--- config.mk ---
export PLATFORM = sky130hd
export DESIGN_NAME = sfa_smbus_fault_alert
export DESIGN_NICKNAME = d
export VERILOG_FILES = /design/src/sfa_smbus_fault_alert.v
export VERILOG_INCLUDE_DIRS = /design/src
export SDC_FILE = /design/constraint.sdc
export NUM_CORES = 1
export LEC_CHECK = 0
export BUFFER_PORTS_ARGS = -buffer_cell sky130_fd_sc_hd__buf_4
export CAP_MARGIN = 20
export CORE_MARGIN = 1
export CORE_UTILIZATION = 59
export DETAILED_ROUTE_END_ITERATION = 16
export GPL_ROUTABILITY_DRIVEN = 0
export PLACE_DENSITY = 0.87
export SYNTH_ARGS = -nofsm -noshare
export SYNTH_HDL_FRONTEND = slang
export SYNTH_SLANG_ARGS = --single-unit
--- constraint.sdc ---
create_clock -name ref_clk -period 1.65 [get_ports ref_clk]
set_input_delay 0.0825 -clock ref_clk [delete_from_list [all_inputs] [get_ports ref_clk]]
set_output_delay 0.0825 -clock ref_clk [all_outputs]
set_load 0.005 [all_outputs]
--- src/sfa_consts.vh ---
`ifndef SFA_CONSTS_VH
`define SFA_CONSTS_VH

// bus addresses (7 bits)
`define SFA_ADDR_POINTER 7'h0C
`define SFA_ADDR_CHAN_A_LO 7'h50
`define SFA_ADDR_CHAN_B_LO 7'h51
`define SFA_ADDR_CHAN_A_HI 7'h52
`define SFA_ADDR_CHAN_B_HI 7'h53

// fault status byte field positions
`define SFA_BIT_CATASTROPHIC 7
`define SFA_BIT_SOCKET_A_LOGIC 6
`define SFA_BIT_SOCKET_A_PROG 5
`define SFA_BIT_SOCKET_B_LOGIC 4
`define SFA_BIT_SOCKET_B_PROG 3
`define SFA_BIT_CHANNEL_COUNT 2

// reset values and fixed fields
`define SFA_FAULT_STATUS_RESET 5'h00
`define SFA_CHANNEL_COUNT_DUAL 1'b0
`define SFA_RETURN_ADDR_RESET 8'h00

// overcurrent qualification time
`define SFA_OVERCURRENT_MIN_NS 2000
`define SFA_CLK_PERIOD_NS 10
`define SFA_OVERCURRENT_CYCLES ((`SFA_OVERCURRENT_MIN_NS + `SFA_CLK_PERIOD_NS - 1) / `SFA_CLK_PERIOD_NS)

`endif

--- src/sfa_smbus_fault_alert.v ---
`timescale 1ns/10ps
`include "sfa_consts.vh"

// What this block does
// - valid read address: acknowledge, then transmit bits
// - repeated start after write allows direction change
// - never master; only pulls alert low
// - alert only for overcurrent, supply undervoltage, lockout, thermal
// - power-on reset clears status, alert and sequencer; return address follows strap
// - fault latches alert low and data
// - pointer read releases alert, sends address
// - persisting fault reasserts alert, no reload
// - channel A read shifts status, reloads bits from live unmasked faults
// - pointer byte bits 7:1 hold return address
// - bit 7 latches catastrophic fault
// - bits 6:3 latch per-supply socket faults
// - bit 2 reads 0; bits 1:0 zero
// - alerting slaves arbitrate, lower address wins
// - arbitration loser no acknowledge, keeps alert
// - overcurrent over 2 us needed for alert
// - fault mask blocks alert raising
// - unmatched address: no acknowledge, ignore until start
module sfa_smbus_fault_alert (
  input wire ref_clk,
  input wire rst,
  input wire bus_clock_in,
  input wire bus_data_in,
  output reg bus_data_out,
  output reg bus_data_oe,
  output wire alert_out,
  output wire alert_oe,
  input wire address_select,
  input wire fault_alert_mask,
  input wire thermal_overload,
  input wire undervoltage_lockout,
  input wire [3:0] supply_overcurrent,
  input wire [3:0] supply_undervoltage,
  output wire [7:0] fault_status,
  output wire [7:0] alert_return_address
);

  localparam ST_IDLE = 3'h0;
  localparam ST_ADDR = 3'h1;
  localparam ST_ADDR_ACK = 3'h2;
  localparam ST_WRITE = 3'h3;
  localparam ST_WRITE_ACK = 3'h4;
  localparam ST_READ = 3'h5;
  localparam ST_READ_ACK = 3'h6;
  localparam ST_IGNORE = 3'h7;
  localparam integer OC_CYCLES_FULL = `SFA_OVERCURRENT_CYCLES;
  localparam [8:0] OC_CYCLES = OC_CYCLES_FULL[8:0]; // qualification count fits in 9 bits

  reg [1:0] scl_sync;
  reg [1:0] sda_sync;
  reg [3:0] oc_sync1;
  reg [3:0] oc_sync2;
  reg [3:0] uv_sync1;
  reg [3:0] uv_sync2;
  reg [1:0] cat_sync1;
  reg [1:0] cat_sync2;
  reg mask_sync1;
  reg mask_sync2;
  reg adr_sync1;
  reg adr_sync2;
  reg scl_prev;
  reg sda_prev;
  reg [2:0] state;
  reg [3:0] bit_cnt;
  reg [7:0] shift_in;
  reg [7:0] shift_out;
  reg pointer_read;
  reg lost_arb;
  reg alert_latched;
  reg [4:0] fault_bits;
  reg [4:0] fault_live;
  reg read_pending_clear;
  reg pointer_pending_clear;
  wire [3:0] oc_long;
  wire [3:0] socket_fault;
  wire catastrophic;
  wire [6:0] own_addr;
  wire scl_rise;
  wire scl_fall;
  wire start_cond;
  wire stop_cond;
  wire any_fault;
  wire addr_match;
  wire is_read;

  // two-stage synchronisers for every outside input
  always @(posedge ref_clk) begin
    if (rst) begin
      scl_sync <= 2'h3;
      sda_sync <= 2'h3;
      oc_sync1 <= 4'h0;
      oc_sync2 <= 4'h0;
      uv_sync1 <= 4'h0;
      uv_sync2 <= 4'h0;
      cat_sync1 <= 2'h0;
      cat_sync2 <= 2'h0;
      mask_sync1 <= 1'b0;
      mask_sync2 <= 1'b0;
      adr_sync1 <= 1'b0;
      adr_sync2 <= 1'b0;
      scl_prev <= 1'b1;
      sda_prev <= 1'b1;
    end else begin
      scl_sync <= {scl_sync[0], bus_clock_in};
      sda_sync <= {sda_sync[0], bus_data_in};
      oc_sync1 <= supply_overcurrent;
      oc_sync2 <= oc_sync1;
      uv_sync1 <= supply_undervoltage;
      uv_sync2 <= uv_sync1;
      cat_sync1 <= {thermal_overload, undervoltage_lockout};
      cat_sync2 <= cat_sync1;
      mask_sync1 <= fault_alert_mask;
      mask_sync2 <= mask_sync1;
      adr_sync1 <= address_select;
      adr_sync2 <= adr_sync1;
      scl_prev <= scl_sync[1];
      sda_prev <= sda_sync[1];
    end
  end

  // bus edges and conditions; data is sampled on clock rising edges only
  assign scl_rise = scl_sync[1] & ~scl_prev;
  assign scl_fall = ~scl_sync[1] & scl_prev;
  assign start_cond = scl_sync[1] & scl_prev & sda_prev & ~sda_sync[1];
  assign stop_cond = scl_sync[1] & scl_prev & ~sda_prev & sda_sync[1];

  // per-supply overcurrent qualifier; short glitches are filtered out
  genvar g;
  generate
    for (g = 0; g < 4; g = g + 1) begin : oc_filter
      reg [8:0] oc_count;
      always @(posedge ref_clk) begin
        if (rst || !oc_sync2[g]) begin
          oc_count <= 9'h000;
        end else if (oc_count != OC_CYCLES) begin
          oc_count <= oc_count + 9'h001;
        end
      end
      assign oc_long[g] = (oc_count == OC_CYCLES);
    end
  endgenerate

  // live fault sources, ordered to the status byte's bits 7..3
  assign socket_fault = oc_long | uv_sync2;
  assign catastrophic = |cat_sync2;
  always @* begin
    fault_live = {catastrophic, socket_fault[0], socket_fault[1], socket_fault[2],
      socket_fault[3]};
  end
  assign any_fault = |fault_live & ~mask_sync2;

  // return address is the channel A address for the strap level
  assign own_addr = adr_sync2 ? `SFA_ADDR_CHAN_A_HI : `SFA_ADDR_CHAN_A_LO;
  assign addr_match = (shift_in[7:1] == `SFA_ADDR_POINTER) ? alert_latched :
    (shift_in[7:1] == `SFA_ADDR_CHAN_A_LO) ? ~adr_sync2 :
    (shift_in[7:1] == `SFA_ADDR_CHAN_B_LO) ? ~adr_sync2 :
    (shift_in[7:1] == `SFA_ADDR_CHAN_A_HI) ? adr_sync2 :
    (shift_in[7:1] == `SFA_ADDR_CHAN_B_HI) ? adr_sync2 : 1'b0;
  assign is_read = shift_in[0];

  // fault latches and alert; new faults set over any pending clear
  always @(posedge ref_clk) begin
    if (rst) begin
      fault_bits <= `SFA_FAULT_STATUS_RESET;
      alert_latched <= 1'b0;
    end else begin
      if (read_pending_clear) begin
        fault_bits <= fault_live & {5{~mask_sync2}};
      end else if (!alert_latched && any_fault && fault_bits == 5'h00) begin
        fault_bits <= fault_live;
      end
      if (any_fault) begin
        alert_latched <= 1'b1;
      end else if (pointer_pending_clear) begin
        alert_latched <= 1'b0;
      end
    end
  end

  // fault status byte: bit 2 dual part, bits 1:0 reserved zero
  assign fault_status = {fault_bits, `SFA_CHANNEL_COUNT_DUAL, 2'b00};
  assign alert_return_address = {own_addr, 1'b0};
  assign alert_out = 1'b0;
  assign alert_oe = alert_latched;

  // slave transfer sequencer
  always @(posedge ref_clk) begin
    if (rst) begin
      state <= ST_IDLE;
      bit_cnt <= 4'h0;
      shift_in <= 8'h00;
      shift_out <= 8'h00;
      pointer_read <= 1'b0;
      lost_arb <= 1'b0;
      bus_data_out <= 1'b0;
      bus_data_oe <= 1'b0;
      read_pending_clear <= 1'b0;
      pointer_pending_clear <= 1'b0;
    end else begin
      read_pending_clear <= 1'b0;
      pointer_pending_clear <= 1'b0;
      if (start_cond) begin
        state <= ST_ADDR;
        bit_cnt <= 4'h0;
        bus_data_oe <= 1'b0;
        lost_arb <= 1'b0;
      end else if (stop_cond) begin
        state <= ST_IDLE;
        bus_data_oe <= 1'b0;
      end else begin
        case (state)
          ST_IDLE: begin
            bus_data_oe <= 1'b0;
          end
          ST_ADDR: begin
            if (scl_rise) begin
              shift_in <= {shift_in[6:0], sda_sync[1]};
              bit_cnt <= bit_cnt + 4'h1;
            end else if (scl_fall && bit_cnt == 4'h8) begin
              if (addr_match) begin
                bus_data_oe <= 1'b1;
                state <= ST_ADDR_ACK;
              end else begin
                state <= ST_IGNORE;
              end
            end
          end
          ST_ADDR_ACK: begin
            if (scl_fall) begin
              bit_cnt <= 4'h0;
              if (is_read) begin
                pointer_read <= (shift_in[7:1] == `SFA_ADDR_POINTER);
                if (shift_in[7:1] == `SFA_ADDR_POINTER) begin
                  shift_out <= {own_addr, 1'b0};
                end else begin
                  shift_out <= fault_status;
                  read_pending_clear <= 1'b1;
                end
                state <= ST_READ;
              end else begin
                bus_data_oe <= 1'b0;
                state <= ST_WRITE;
              end
            end
          end
          ST_WRITE: begin
            // command byte counted and acknowledged; its bits are not stored or decoded
            if (scl_rise) begin
              bit_cnt <= bit_cnt + 4'h1;
            end else if (scl_fall && bit_cnt == 4'h8) begin
              bus_data_oe <= 1'b1;
              state <= ST_WRITE_ACK;
            end
          end
          ST_WRITE_ACK: begin
            if (scl_fall) begin
              bus_data_oe <= 1'b0;
              state <= ST_IGNORE;
            end
          end
          ST_READ: begin
            // open drain: drive only for zero bits
            bus_data_oe <= ~shift_out[7] & ~lost_arb;
            if (scl_rise) begin
              if (pointer_read && shift_out[7] && !sda_sync[1]) begin
                lost_arb <= 1'b1;
              end
              bit_cnt <= bit_cnt + 4'h1;
            end else if (scl_fall) begin
              shift_out <= {shift_out[6:0], 1'b0};
              if (lost_arb) begin
                bus_data_oe <= 1'b0;
                state <= ST_IGNORE;
              end else if (bit_cnt == 4'h8) begin
                bus_data_oe <= 1'b0;
                // alert drops only once the whole address went out unbeaten
                pointer_pending_clear <= pointer_read;
                state <= ST_READ_ACK;
              end
            end
          end
          ST_READ_ACK: begin
            // single byte per read; the master's acknowledge bit ends it whatever its value
            bus_data_oe <= 1'b0;
            if (scl_rise) begin
              state <= ST_IGNORE;
            end
          end
          ST_IGNORE: begin
            bus_data_oe <= 1'b0;
          end
          default: begin
            state <= ST_IDLE;
          end
        endcase
      end
    end
  end

endmodule

# Word-level counts from Yosys, hierarchy flattened
# Cells that the tools add are included.
[totals]
reg_bits = 100
out_inout_bits = 20
[classes]
add_sub_neg = 5
n_eq_ne = 45
muxes = 49
n_bitwise = 26
reduce_logical = 39
[op_table]
columns = ["op", "n"]
rows = [
  ["8-bit two-way mux", 5],
  ["3-bit two-way mux", 13],
  ["9-bit by 1-bit adder with 9-bit output, second input constant", 4],
  ["9-bit by 8-bit == test with 1-bit output, second input constant", 4],
  ["4-bit inequality test, second input constant", 9],
  ["9-bit by 8-bit inequality test with 1-bit output, second input constant", 4],
  ["7-bit == test, second input constant", 4],
  ["2-bit inequality test, second input constant", 12],
  ["1-bit two-way mux", 22],
  ["11-bit AND reduction", 2],
  ["3-bit one-hot mux with 6 select lines", 1],
  ["8-bit one-hot mux with 2 select lines", 1],
  ["1-bit NOT", 15],
  ["3-bit == test, second input constant", 4],
  ["4-bit AND reduction", 3],
  ["6-bit OR reduction", 2],
  ["5-bit two-way mux", 2],
  ["1-bit bitwise AND", 9],
  ["3-bit OR reduction", 3],
  ["4-bit two-way mux", 2],
  ["4-bit one-hot mux with 2 select lines", 1],
  ["8-bit AND reduction", 1],
  ["2-bit nonzero test", 4],
  ["8-bit nonzero test", 1],
  ["other kinds (22)", 36],
]

# Logic depth before layout (Yosys ltp)
[logic_depth]
word_depth = 12
mapped_depth = 7
depth_no_buf = 7

# Least setup slack after synthesis
# No wires, ideal clock.
[synth_path]
path_kind = "register -> register"
from = "register fault_bits[3]"
to = "register fault_bits[3]"
setup_ns = 0.067
t_arrival_ns = 1.467
setup_slack_ns = 0.116
path_stages_with_launch = 6
synth_period_minus_slack_ns = 1.534
path_cell_list = "dfxtp_1 or4_4 nor4_4 nand2_1 a2bb2o_4 a21oi_2"
[synth_via]
elab_chain_cells = 3
[synth_rtl]
columns = ["item", "line_no", "source"]
rows = [
  ["start: declaration", "sfa_smbus_fault_alert.v:74", "reg [4:0] fault_bits;"],
  ["start signal: assignment", "sfa_smbus_fault_alert.v:168", "fault_bits <= `SFA_FAULT_STATUS_RESET;"],
  ["start signal: assignment", "sfa_smbus_fault_alert.v:172", "fault_bits <= fault_live & {5{~mask_sync2}};"],
  ["start signal: assignment", "sfa_smbus_fault_alert.v:174", "fault_bits <= fault_live;"],
  ["5-bit zero test", "sfa_smbus_fault_alert.v:173", "end else if (!alert_latched && any_fault && fault_bits == 5'h00) begin"],
  ["1-bit logical AND", "sfa_smbus_fault_alert.v:173", ""],
  ["2-bit nonzero test (no source line)", "--", ""],
]
# No other way between the ends.
# A chain may end at the register's enable or synchronous reset.

# Worst setup path after layout
[layout_path]
from = "register bit_cnt[0]"
to = "register state[0]"
[layout_via]
elab_chain_cells = 4
[layout_rtl]
columns = ["item", "line_no", "source"]
rows = [
  ["start: declaration", "sfa_smbus_fault_alert.v:68", "reg [3:0] bit_cnt;"],
  ["start signal: assignment", "sfa_smbus_fault_alert.v:222", "bit_cnt <= bit_cnt + 4'h1;"],
  ["start signal: assignment", "sfa_smbus_fault_alert.v:253", "bit_cnt <= bit_cnt + 4'h1;"],
  ["start signal: assignment", "sfa_smbus_fault_alert.v:272", "bit_cnt <= bit_cnt + 4'h1;"],
  ["4-bit == test (*)", "sfa_smbus_fault_alert.v:223, sfa_smbus_fault_alert.v:254, sfa_smbus_fault_alert.v:278", ""],
  ["1-bit logical AND", "sfa_smbus_fault_alert.v:223, sfa_smbus_fault_alert.v:254", ""],
  ["4-bit inequality test (no source line)", "--", ""],
  ["11-bit AND reduction (no source line) (*)", "--", ""],
  ["end signal: assignment", "sfa_smbus_fault_alert.v:226", "state <= ST_ADDR_ACK;"],
  ["end signal: assignment", "sfa_smbus_fault_alert.v:256", "state <= ST_WRITE_ACK;"],
  ["end signal: assignment", "sfa_smbus_fault_alert.v:277", "state <= ST_IGNORE;"],
  ["end: declaration", "sfa_smbus_fault_alert.v:67", "reg [2:0] state;"],
]
# Mark *: on every way between the ends. The rest lies on a longest branch, timed or not.

==> metrics.txt <==
# TYPE chip_impl_metric gauge
chip_impl_info{name="status",value="finished, violations left"} 1
chip_impl_info{name="violations",value="setup timing"} 1
chip_impl_metric{name="insertion_delay",unit="ps"} 360
chip_impl_metric{name="num-fill-cells",unit=""} 459
chip_impl_info{name="synth_flop_cell",value="dfxtp_1"} 1
chip_impl_info{name="setup.worst_path.end",value="state[0]"} 1
chip_impl_info{name="main_combinational_cell_family_by_area_after_synthesis",value="simple AND/OR/NAND/NOR gates"} 1
chip_impl_metric{name="antenna_cells_inserted",unit=""} 0
chip_impl_metric{name="grt_usage",unit="%"} 22.5
chip_impl_metric{name="floorplan.rows",unit=""} 30
chip_impl_metric{name="final-seq-area",unit="sq mm"} 0.00198
chip_impl_metric{name="achievable-frequency",unit="MHz"} 603
chip_impl_metric{name="die_h",unit="um"} 87.1
chip_impl_metric{name="critical_path_data_required_time",unit="ps"} 1880
chip_impl_metric{name="total_leakage_power",unit="nW"} 1.91
chip_impl_info{name="post_synth_most_frequent_cells",value="dfxtp_1, nor2_1, nor2b_1"} 1
chip_impl_metric{name="area_of_the_multi_input_gates",unit="sq mm"} 0.00220
chip_impl_metric{name="clock_sinks",unit=""} 98
chip_impl_metric{name="wl_final",unit="um"} 8800
chip_impl_metric{name="power",unit="mW"} 4.30
chip_impl_metric{name="vias_per_cell",unit=""} 5.41
chip_impl_info{name="cts_tree",value="yes"} 1
chip_impl_metric{name="synthSimpleGateAreaFrac",unit="%"} 26.0
chip_impl_metric{name="post-route-drc-count",unit=""} 0
chip_impl_metric{name="drt-wirelength-per-cell",unit="um"} 14.3
chip_impl_metric{name="syn_to_final_growth",unit="%"} 19.1
chip_impl_metric{name="preCtsSetupSlack",unit="ps"} 20.4
chip_impl_metric{name="final_critical_path_setup_slack",unit="ps"} -8.49
chip_impl_metric{name="grt_max_degree",unit=""} 46
chip_impl_info{name="synth_top_cells_by_area",value="dfxtp_1, nor2_1, nor2b_1, xnor2_1, nor4_4"} 1
chip_impl_info{name="cp-start-kind",value="flop"} 1
chip_impl_metric{name="ioPinCount",unit=""} 36
chip_impl_info{name="post-synth-top-count-cell",value="dfxtp_1"} 1
chip_impl_metric{name="final_hold_viol_count",unit=""} 0
chip_impl_metric{name="grt_antenna_before_repair",unit=""} 0
chip_impl_metric{name="synth-edff-count",unit=""} 0
chip_impl_metric{name="setup_total_negative_slack",unit="ps"} -8.49
chip_impl_metric{name="postSynthCellCount",unit=""} 458
chip_impl_metric{name="yosysTopAreaCellShare",unit="%"} 46.0
chip_impl_metric{name="timing.clock.skew",unit="ps"} 11.1
chip_impl_metric{name="synth_xor_xnor_area_share",unit="%"} 6.77
chip_impl_metric{name="overflow",unit=""} 0
chip_impl_metric{name="core_area",unit="sq mm"} 0.00691
chip_impl_metric{name="routed-via-count",unit=""} 3330
chip_impl_metric{name="yosysWarnings",unit=""} 0
chip_impl_metric{name="layout-drive-gt1-share",unit="%"} 21.4
chip_impl_metric{name="synth_cell_types",unit=""} 54
chip_impl_info{name="setup_repair_after_global_routing_missed_its_margin",value="true"} 1
chip_impl_info{name="hold_path.class",value="input pin to flop"} 1
chip_impl_metric{name="period_needed",unit="ps"} 1660
chip_impl_metric{name="report.final.slew_viol_count",unit=""} 0
chip_impl_info{name="setup_crit_start",value="bit_cnt[0]"} 1
chip_impl_info{name="timing.critical_path.to_type",value="flop"} 1
chip_impl_metric{name="die_w",unit="um"} 87.1
chip_impl_metric{name="ys_seq_area_share",unit="%"} 46.0
chip_impl_metric{name="setup_viol_count_final",unit=""} 1
chip_impl_info{name="worstHoldStart",value="rst"} 1
chip_impl_metric{name="syn-cell-area",unit="sq mm"} 0.00427
chip_impl_metric{name="reg2regPathDepth",unit=""} 7
chip_impl_info{name="cts.root.buffer_cell",value="clkbuf_8"} 1
chip_impl_metric{name="finalCoreUtilization",unit="%"} 73.6
chip_impl_metric{name="wire_length_of_the_first_global_routing_pass",unit="um"} 13300
chip_impl_metric{name="cts_inserted_buffers",unit=""} 9
chip_impl_metric{name="finalCritPeriodShare",unit="%"} 101
chip_impl_info{name="reg2reg_start",value="bit_cnt[0]"} 1
chip_impl_metric{name="initial_cell_density_of_the_core",unit="%"} 61.8
chip_impl_metric{name="dr.first_iter.drc_count",unit=""} 238
chip_impl_metric{name="setup.reg_to_reg.worst_slack",unit="ps"} -8
chip_impl_metric{name="numPortBuffers",unit=""} 23
chip_impl_metric{name="drt_pass1_iterations",unit=""} 5
chip_impl_metric{name="synth-seq-cells",unit=""} 98
chip_impl_metric{name="num-nets-final",unit=""} 540
chip_impl_metric{name="critPathArrivalTime",unit="ps"} 1890
chip_impl_metric{name="cp_max_fo",unit=""} 3
chip_impl_metric{name="max-vdd-ir-drop",unit="V"} 0.000610
chip_impl_metric{name="cts-htree-levels",unit=""} 3
chip_impl_metric{name="power.density",unit="mW/mm^2"} 846
chip_impl_metric{name="first_global_vias",unit=""} 3081
chip_impl_info{name="synth_top_area_cell",value="dfxtp_1"} 1
chip_impl_metric{name="drtAntennaViolNets",unit=""} 0
chip_impl_metric{name="clk_path_buf_depth",unit=""} 2
chip_impl_metric{name="syn_avg_cell_area",unit="sq um"} 9.32
chip_impl_info{name="timing.rr.end",value="state[0]"} 1
chip_impl_metric{name="synth_compound_gate_area_share",unit="%"} 9.94
chip_impl_info{name="critPathKind",value="flop to flop"} 1
chip_impl_metric{name="clk_pin_slew_worst_paths",unit="ps"} 100
chip_impl_metric{name="cap_violations",unit=""} 0
chip_impl_metric{name="hpwlAfterDp",unit="um"} 5540
chip_impl_metric{name="async_reset_ff_share",unit="%"} 0
chip_impl_metric{name="synth_mux_area_share",unit="%"} 2.81
chip_impl_metric{name="die-area",unit="sq mm"} 0.00758
chip_impl_metric{name="synthAdderAreaFrac",unit="%"} 2.93
==> worst max-delay path, cell delays in order, from the launching register on <==
cell,delay (ps)
dfxtp_2,360
inv_1,50
ha_1,190
nand3b_1,200
a31oi_2,150
or2_2,350
o2111ai_1,110
a31oi_1,130
==> final cells by class <==
class / count / share of cell area (%)
Tap cell: 96 / 2.36
Timing Repair Buffer: 63 / 9.99
Clock buffer: 9 / 2.44
Clock inverter: 7 / 1.75
Sequential cell: 98 / 38.8
Multi-Input combinational cell: 323 / 43.2
Inverter: 19 / 1.40
==> per-stage QoR <==
step | cells | hold slack [ps] | cell area (sq um)
final | 615 | 144 | 5090
after detailed placement | 577 | 272 | 4580
after global routing | 615 | 160 | 5090
after floorplan | 468 | 186 | 4310
after global placement | 577 | 271 | 4580
after CTS | 607 | 126 | 4930
==> sequential cells by signal (all words and copies together), names as in the netlist, 2 cells and up <==
| signal | flops |
|---|---|
| oc_filter.oc_count | 36 |
| oc_sync2 | 4 |
| shift_in | 8 |
| scl_sync | 2 |
| oc_sync1 | 4 |
| sda_sync | 2 |
| cat_sync2 | 2 |
| uv_sync1 | 4 |
| uv_sync2 | 4 |
| shift_out | 6 |
| state | 3 |
| bit_cnt | 4 |
| cat_sync1 | 2 |
| fault_bits | 5 |
==> cell usage in the layout, fill, tap and decap left out, types with 14 or more instances in the layout <==
cell,n
inv_1,17
nand2_1,16
nand3_1,19
a21oi_1,15
dlygate4sd3_1,14
dfxtp_1,89
xnor2_1,18
nor2_1,66
nor2b_1,29
nand2b_1,16
xor2_1,14
buf_4,49
==> cell families (layout without fill, tap and decap cells) <==
family / count (synthesis) / count (layout)
flops: 98 / 98
xor+xnor: 33 / 33
simple gates: 197 / 197
compound gates: 59 / 59
fa+ha+maj: 10 / 10
other cells: 2 / 12
mux: 12 / 12
buf+inv: 47 / 98
==> worst min path at each step <==
stage	cells after the start	endpoint	slack, ps
floorplan	1	scl_sync[0]	190
global placement	2	scl_sync[0]	270
detailed placement	2	scl_sync[0]	270
CTS	2	shift_in[3]	130
global route	2	oc_sync1[0]	160
finish	2	oc_sync1[0]	140
==> per-layer routing <==
layer  vias up  GRT usage [%]  share of wire [%]
li1       1633              -                  -
met1      1571           25.3                 42
met2       106           40.4                 51
met3        20           6.73                5.3
met4         0           7.88                1.6
met5         -              0                  0
==> what timing repair did <==
item,CTS,global route
hold buffers,14,0
buffers inserted,0,8
setup endpoints to repair,0,14
endpoints found under the hold margin,14,0
gates resized for setup,0,27
==> power by group <==
part           internal (mW)  switching [mW]
clock                  0.726           0.871
combinational          0.141           0.126
sequential              2.41          0.0303
Power figures use the tool's default switching activity.
